[config.mk]
export PLATFORM = sky130hd
export DESIGN_NAME = sac_top
export DESIGN_NICKNAME = d
export VERILOG_FILES = /design/src/hdl/sac_pkg.sv /design/src/hdl/sac_top.sv
export SDC_FILE = /design/constraint.sdc
export NUM_CORES = 1
export LEC_CHECK = 0
export BUFFER_PORTS_ARGS = -buffer_cell sky130_fd_sc_hd__buf_2
export CAP_MARGIN = 40
export CORE_AREA = 10 10 199 126
export CTS_CLUSTER_SIZE = 40
export DETAILED_ROUTE_END_ITERATION = 10
export DIE_AREA = 0 0 209 136
export PLACE_DENSITY_LB_ADDON = 0.12
export SYNTH_ARGS = -nofsm -noshare
export SYNTH_HDL_FRONTEND = slang
export SYNTH_SLANG_ARGS = --single-unit
[constraint.sdc]
create_clock -name pclk -period 8.5 [get_ports pclk]
set_clock_uncertainty 0.1 [all_clocks]
set_input_delay 1.275 -clock pclk [delete_from_list [all_inputs] [get_ports pclk]]
set_output_delay 1.275 -clock pclk [all_outputs]
set_load 0.01 [all_outputs]
[src/hdl/sac_pkg.sv]
// Constants, register map and state types for the converter control block.
// Assumes a 50 MHz APB clock and a device cycle time given as a time constant.
package sac_pkg;
  // ==========================================================
  // Bus and register map (printed offsets are word indices)
  localparam int ADDR_W = 18;
  localparam logic [15:0] IDX_CTRL = 16'hfe58;
  localparam logic [15:0] IDX_MODE = 16'hfe59;
  localparam logic [15:0] IDX_LOW = 16'hfe5a;
  localparam logic [15:0] IDX_HIGH = 16'hfe5b;
  localparam logic [ADDR_W-1:0] ADR_CTRL = {IDX_CTRL, 2'b00};
  localparam logic [ADDR_W-1:0] ADR_MODE = {IDX_MODE, 2'b00};
  localparam logic [ADDR_W-1:0] ADR_LOW = {IDX_LOW, 2'b00};
  localparam logic [ADDR_W-1:0] ADR_HIGH = {IDX_HIGH, 2'b00};
  localparam logic [7:0] REG_RESET = 8'h00;
  // ==========================================================
  // Field positions
  localparam int CTRL_CH_LSB = 4;
  localparam int CTRL_GO = 2;
  localparam int CTRL_DONE = 1;
  localparam int CTRL_IE = 0;
  localparam int MODE_RES = 6;
  localparam int LOW_NIB_LSB = 4;
  localparam int LOW_DIV = 0;
  localparam logic [15:0] IRQ_VECTOR = 16'h0043;
  // ==========================================================
  // Timing
  localparam int CLK_NS = 20;
  localparam int TCYC_NS = 60;
  localparam int THIRD_CLKS = (TCYC_NS + 3 * CLK_NS - 1) / (3 * CLK_NS);
  localparam int BASE12 = 52;
  localparam int BASE8 = 32;
  localparam int SETTLE = 2;
  localparam int STEP_UNITS = 4;
  // ==========================================================
  // State
  typedef enum logic {ST_IDLE, ST_CONV} sac_state_e;
  typedef struct packed {
    sac_state_e st;
    logic [3:0] ch;
    logic go;
    logic done;
    logic ie;
    logic res8;
    logic [1:0] div_lo;
    logic [3:0] low_nib;
    logic div_hi;
    logic [7:0] high;
    logic need_dbl;
    logic [11:0] sar;
    logic [3:0] bit_idx;
    logic sdone;
    logic [14:0] elap;
    logic [10:0] stepc;
    logic [7:0] pres;
    logic run_res8;
    logic [2:0] run_div;
    logic run_dbl;
    logic ladder_en;
    logic irq;
    logic [31:0] prdata;
    logic pready;
    logic pslverr;
  } sac_regs_s;
endpackage

[src/hdl/sac_top.sv]
// SAR converter control: registers, sequencing, timing, result write-back.
// Assumes an APB master on pclk and an analog comparator sampled each step.
//
// Our own choice: the APB slave port.
`timescale 1ns/100ps
// Contract
// - Channel field bits 7..4 selects input 0-4
// - Writing start bit one begins conversion
// - Start bit self-clears at conversion end
// - Clearing start mid-conversion aborts, results invalid
// - End flag bit 1 set on completion
// - End flag stays until software clears it
// - Interrupt when enable and end flag set
// - Mode bit 6 picks 12 or 8 bits
// - 8-bit result only to high register
// - 12-bit result: high byte, low nibble
// - Divider code from low bit0, mode bits1:0
// - 12-bit time (52/ratio+2) thirds Tcyc
// - 8-bit time (32/ratio+2) thirds Tcyc
// - First 12-bit conversion after reset/switch doubled
// - Reference ladder on only during conversion
// - Reset clears start and halts conversion
// - End flag and start clear together
module sac_top (
  input wire logic pclk, // APB clock
  input wire logic presetn, // Async reset, active low
  input wire logic psel, // APB select
  input wire logic penable, // APB enable
  input wire logic pwrite, // APB direction
  input wire logic [sac_pkg::ADDR_W-1:0] paddr, // APB byte address
  input wire logic [31:0] pwdata, // APB write data
  output logic [31:0] prdata, // APB read data
  output logic pready, // APB ready
  output logic pslverr, // APB error on unmapped address
  input wire logic comp_in, // Comparator: input at or above trial level
  output logic [3:0] input_channel_mux, // Analog input select
  output logic [11:0] ladder_tap_mux, // Trial code to ladder
  output logic ladder_enable, // Reference generator on
  output logic conv_irq // Interrupt request
);
  sac_pkg::sac_regs_s q, n;
  logic acc, wr, fin, tick, step_end;
  logic [1:0] sel;
  logic hit;
  logic [2:0] dsel;

  // ==========================================================
  // Helpers
  function automatic logic [2:0] dec(input logic [sac_pkg::ADDR_W-1:0] a);
    dec = 3'h0;
    if (a == sac_pkg::ADR_CTRL) dec = 3'h4;
    if (a == sac_pkg::ADR_MODE) dec = 3'h5;
    if (a == sac_pkg::ADR_LOW) dec = 3'h6;
    if (a == sac_pkg::ADR_HIGH) dec = 3'h7;
  endfunction

  // Length of a conversion in thirds of Tcyc
  function automatic logic [14:0] dur(input logic r8, input logic [2:0] dv, input logic db);
    logic [14:0] d;
    d = (r8 ? 15'(sac_pkg::BASE8) : 15'(sac_pkg::BASE12)) << dv;
    d = d + 15'(sac_pkg::SETTLE);
    dur = db ? (d << 1) : d;
  endfunction

  function automatic logic [10:0] steplen(input logic [2:0] dv, input logic db);
    steplen = (11'(sac_pkg::STEP_UNITS) << dv) << db;
  endfunction

  assign acc = psel && penable && q.pready;
  assign wr = acc && pwrite;
  assign dsel = dec(paddr);
  assign sel = dsel[1:0];
  assign hit = dsel[2];
  assign tick = (q.pres == 8'(sac_pkg::THIRD_CLKS - 1));
  assign step_end = tick && (q.stepc == steplen(q.run_div, q.run_dbl) - 11'h001);
  assign fin = (q.st == sac_pkg::ST_CONV) && tick
    && (q.elap == dur(q.run_res8, q.run_div, q.run_dbl) - 15'h0001);

  // ==========================================================
  // Next state
  always_comb begin
    n = q;
    n.pready = 1'b1;
    // Conversion progress
    if (q.st == sac_pkg::ST_CONV) begin
      n.pres = tick ? 8'h00 : q.pres + 8'h01;
      if (tick) begin
        n.elap = q.elap + 15'h0001;
        n.stepc = step_end ? 11'h000 : q.stepc + 11'h001;
      end
      if (step_end && !q.sdone) begin
        if (!comp_in) n.sar[q.bit_idx] = 1'b0;
        if (q.bit_idx == (q.run_res8 ? 4'h4 : 4'h0)) n.sdone = 1'b1;
        else begin
          n.bit_idx = q.bit_idx - 4'h1;
          n.sar[q.bit_idx - 4'h1] = 1'b1;
        end
      end
      if (fin) begin
        n.high = n.sar[11:4];
        if (!q.run_res8) n.low_nib = n.sar[3:0];
        n.st = sac_pkg::ST_IDLE;
        n.ladder_en = 1'b0;
      end
    end
    // Register reads are captured in the setup cycle
    if (psel && !penable) begin
      n.pslverr = !hit;
      case (sel)
        2'd0: n.prdata = {24'h0, q.ch, 1'b0, q.go, q.done, q.ie};
        2'd1: n.prdata = {24'h0, 1'b0, q.res8, 4'h0, q.div_lo};
        2'd2: n.prdata = {24'h0, q.low_nib, 3'h0, q.div_hi};
        2'd3: n.prdata = {24'h0, q.high};
        default: n.prdata = 32'h0;
      endcase
      if (!hit) n.prdata = 32'h0;
    end
    if (wr && hit) begin
      case (sel)
        2'd0: begin
          n.ch = pwdata[sac_pkg::CTRL_CH_LSB +: 4];
          n.ie = pwdata[sac_pkg::CTRL_IE];
          n.done = pwdata[sac_pkg::CTRL_DONE];
          if (!pwdata[sac_pkg::CTRL_GO] && q.st == sac_pkg::ST_CONV && !fin) begin
            n.st = sac_pkg::ST_IDLE;
            n.go = 1'b0;
            n.ladder_en = 1'b0;
          end
          if (pwdata[sac_pkg::CTRL_GO] && q.st == sac_pkg::ST_IDLE) begin
            n.st = sac_pkg::ST_CONV;
            n.go = 1'b1;
            n.ladder_en = 1'b1;
            n.run_res8 = q.res8;
            n.run_div = {q.div_hi, q.div_lo};
            n.run_dbl = q.need_dbl && !q.res8;
            if (!q.res8) n.need_dbl = 1'b0;
            n.sar = 12'h800;
            n.bit_idx = 4'hb;
            n.sdone = 1'b0;
            n.elap = 15'h0000;
            n.stepc = 11'h000;
            n.pres = 8'h00;
          end
        end
        2'd1: begin
          n.res8 = pwdata[sac_pkg::MODE_RES];
          n.div_lo = pwdata[1:0];
          if (q.res8 && !pwdata[sac_pkg::MODE_RES]) n.need_dbl = 1'b1;
        end
        2'd2: begin
          n.low_nib = pwdata[sac_pkg::LOW_NIB_LSB +: 4];
          n.div_hi = pwdata[sac_pkg::LOW_DIV];
        end
        2'd3: n.high = pwdata[7:0];
        default: n.high = q.high;
      endcase
    end
    // Completion wins over a same-cycle software clear
    if (fin) begin
      n.done = 1'b1;
      n.go = 1'b0;
    end
    n.irq = n.ie && n.done;
  end

  // ==========================================================
  // State register
  always_ff @(posedge pclk or negedge presetn) begin
    if (!presetn) begin
      q <= '0;
      q.need_dbl <= 1'b1;
    end else begin
      q <= n;
    end
  end

  assign prdata = q.prdata;
  assign pready = q.pready;
  assign pslverr = q.pslverr;
  assign input_channel_mux = q.ch;
  assign ladder_tap_mux = q.sar;
  assign ladder_enable = q.ladder_en;
  assign conv_irq = q.irq;

  // ==========================================================
  // Reference timing
  function automatic logic [15:0] ref_len(input logic r8, input logic [2:0] dv, input logic db);
    logic [15:0] base;
    logic [15:0] mult;
    base = r8 ? 16'(sac_pkg::BASE8) : 16'(sac_pkg::BASE12);
    case (dv)
      3'd0: mult = 16'h0001;
      3'd1: mult = 16'h0002;
      3'd2: mult = 16'h0004;
      3'd3: mult = 16'h0008;
      3'd4: mult = 16'h0010;
      3'd5: mult = 16'h0020;
      3'd6: mult = 16'h0040;
      default: mult = 16'h0080;
    endcase
    ref_len = (base * mult + 16'(sac_pkg::SETTLE)) * (db ? 16'h0002 : 16'h0001)
      * 16'(sac_pkg::THIRD_CLKS);
  endfunction

  logic [15:0] run_cnt;
  logic [15:0] exp_cnt;
  logic wr_ctrl;
  logic wr_mode;
  logic wr_low;
  assign wr_ctrl = wr && hit && sel == 2'd0;
  assign wr_mode = wr && hit && sel == 2'd1;
  assign wr_low = wr && hit && sel == 2'd2;
  assign exp_cnt = ref_len(q.run_res8, q.run_div, q.run_dbl);
  always_ff @(posedge pclk or negedge presetn) begin
    if (!presetn) run_cnt <= 16'h0000;
    else if (q.st == sac_pkg::ST_IDLE) run_cnt <= 16'h0000;
    else run_cnt <= run_cnt + 16'h0001;
  end
endmodule

==> results.toml <==
[power]
p_sw_share_pct = 24.1
powerDensity_nw_per_um2 = 130
combPwrFrac_pct = 3.8
clockPowerShare_pct = 46.7
switchingPower_uw = 216
cellLeakagePower_uw = 0.00293
peakVddDrop_v = 0.0000912
intPower_uw = 681
pwr-share-seq_pct = 49.4

[critical_path]
reg2reg_from = "q[38]"
crit_arrival_ns = 4.78
crit_required_ns = 8.60
endpoint = "q[105]"
timing.rr.end = "q[105]"
crit_type = "flop to flop"
rr_worst_depth = 12
cp-end-kind = "flop"
r2r_slack_ns = 3.83
critPathMaxFanout = 30
critPathLaunchType = "flop"
crit_start = "q[38]"

[synthesis]
syn_inst = 732
synth_area_um2 = 6310
syn_avg_cell_area_um2 = 8.62
ys_seq_area_share_pct = 36.9
synth_flop_cell = "dfrtp_1"
synth.most_common_cell = "nand2_1"
synth_seq_cells = 93
synth_edf_count = 0
ys_top_cells_by_count = "nand2_1 (109), dfrtp_1 (92), nor2_1 (52)"
synth_top_area_share_pct = 36.5
synth-async-reset-ratio_pct = 100
synth.distinct_cells = 77
post-synth-top-area-cell = "dfrtp_1"
ys.warnings.count = 0
ys_top_cells_by_area = "dfrtp_1 (36%), nand2_1 (6.5%), buf_4 (5.7%)"

[finish]
syn_to_final_growth_pct = 9.77
final_cell_area_um2 = 6930
nNetsFinal = 812
drive_gt1_share_pct = 14.9
insertedDiodeCount = 0

[timing]
rsz0062_at_grt = "false"
slew_headroom_pct = 41.8
whs_ns = 0.379
fin_crit_sh_pct = 55.0
drv_slew = 0
finalSetupViolations = 0
hold_violations = 0
tns_ns = 0
clock.fmax_ghz = 0.214
fin_crit_ns = 4.67
worst_pin_slew_ns = 0.873

[cts]
cts_max_path_buffers = 2
cts_tree = "built"
clk_pin_slew_ns = 0.07
clock_latency_ns = 0.35
cts-root-buf = "clkbuf_16"
cts_setup_buffers = 0
cts_resized = 0
clkSinkCount = 93
cts_made_buffers = 9
cts_max_level = 3
postCtsHoldBufs = 0

[routing]
wire_per_inst_um = 18.6
drt_wl_total_um = 19300
ant_nets = 0
firstDrtPassIters = 5
drtIter0Drc = 461
vias_per_cell = 5.18
vias = 5374
drc = 0

[min_path]
hold_depth = 2
min_path_type = "flop to flop"

[grt]
grt_max_degree = 56
grt_remaining_overflow = 0
antenna_found_initial = 0
grt_pass1_wl_um = 30800
grt_usage_pct = 13.5
grt_pass1_vias = 5155

[outcome]
status = "complete, no violations"

[floorplanning]
start_util_pct = 29.3
io_pins = 108
row_count = 42
fp.dieH_um = 136
core_um2 = 21500
die_x_um = 209
die_area_um2 = 28400

[placed_design]
io_buffers = 59
globalplace.congestion = 0.847
placed_area_um2 = 6630
dp_hpwl_um = 14700

[job]
cap_violations = 0
[cell usage in the layout (no fill, tap or decap), types with 4 or more instances in the layout]
master | synthesis | final
a211oi_1 | 4 | 4
o31ai_1 | 10 | 10
nor2_1 | 52 | 52
or3_1 | 11 | 11
inv_1 | 13 | 13
nand2_1 | 109 | 109
nor4b_1 | 6 | 6
and3_1 | 14 | 14
dfrtp_1 | 92 | 92
conb_1 | 2 | 25
mux2i_1 | 10 | 10
mux2_2 | 7 | 7
buf_4 | 48 | 8
clkbuf_16 | 0 | 9
o21ai_0 | 48 | 48
nor3_1 | 13 | 13
nor3b_1 | 8 | 8
nor2b_1 | 4 | 4
a21boi_0 | 5 | 5
ha_1 | 9 | 9
and3b_1 | 6 | 6
nand4b_1 | 7 | 7
and4_1 | 5 | 5
nand2b_1 | 17 | 17
o211ai_1 | 8 | 8
nand3_1 | 20 | 20
and2_1 | 6 | 6
a31oi_1 | 7 | 7
or4_1 | 5 | 5
nand4_1 | 17 | 17
xor2_1 | 28 | 28
a21oi_1 | 20 | 20
xnor2_1 | 13 | 13
a22o_1 | 9 | 9
buf_2 | 12 | 59
[power by group through the flow]
stage / combinational (uW) / clock, uW / sequential [uW]
after floorplan: 19.8 / 0 / 453
after global placement: 34.2 / 0 / 452
after CTS: 35.0 / 433 / 444
final: 34.5 / 419 / 444
after global routing: 39.5 / 452 / 443
after detailed placement: 35.1 / 0 / 452
[kinds of logic after synthesis]
family / after synthesis / synth area share [%]
AND/OR/NAND/NOR: 323 / 27.5
AO/OA/AOI/OAI: 143 / 15.1
buffers and inverters: 102 / 9.40
flip-flops: 93 / 36.9
XOR/XNOR: 41 / 5.69
multiplexers: 19 / 3.55
adder cells (fa/ha/maj): 9 / 1.78
other: 2 / 0.119
[state kept, by name, indices dropped and copies added, names as in the netlist]
name	count
ladder_enable	1
pslverr	1
conv_irq	1
pready	1
ladder_tap_mux	12
q	65
prdata	8
input_channel_mux	4
[worst min-delay path by stage]
stage          startpoint     end
3_3_place_gp        q[92]   q[92]
4_1_cts             q[92]   q[92]
3_5_place_dp        q[92]   q[92]
5_1_grt             q[92]   q[92]
2_1_floorplan      q[109]  q[109]
6_report            q[92]   q[92]
[layout make-up]
| cell class | instances | area (um2) |
|---|---|---|
| Clock inverter | 7 | 76.3 |
| Tap cell | 286 | 358 |
| Fill cell | 2332 | 14600 |
| Sequential cell | 93 | 2330 |
| Clock buffer | 9 | 225 |
| Timing Repair Buffer | 70 | 409 |
| Inverter | 13 | 48.8 |
| Multi-Input combinational cell | 560 | 3480 |
[layer usage]
| layer | vias up | GRT usage (%) | share of wire [%] |
|---|---|---|---|
| met1 | 2670 | 21.5 | 56 |
| met2 | 124 | 17.3 | 39 |
| li1 | 2572 | - | - |
| met4 | 0 | 1.99 | 0.50 |
| met5 | - | 0 | 0 |
| met3 | 8 | 3.55 | 4.8 |
[critical path: stages, from the launching register on]
cell	delay, ns
dfrtp_1	0.92
nor2_1	0.27
nand2_1	0.16
ha_1	0.35
a21boi_0	0.35
a2bb2oi_1	0.13
xnor2_1	0.18
or3_1	0.39
or4_4	0.62
o41ai_1	0.46
clkdlybuf4s15_2	0.33
a41o_1	0.18
o21ai_0	0.07
[per-stage QoR]
stage	total power [uW]	worst slack (ns)	std cells	utilization, %
2_1_floorplan	472	4.44	755	-
3_3_place_gp	486	3.38	1017	30.5
3_5_place_dp	487	3.73	1022	30.8
4_1_cts	911	3.86	1038	32.2
5_1_grt	935	3.40	1038	32.2
6_report	897	3.83	1038	32.2
Power figures use the tool's default switching activity.
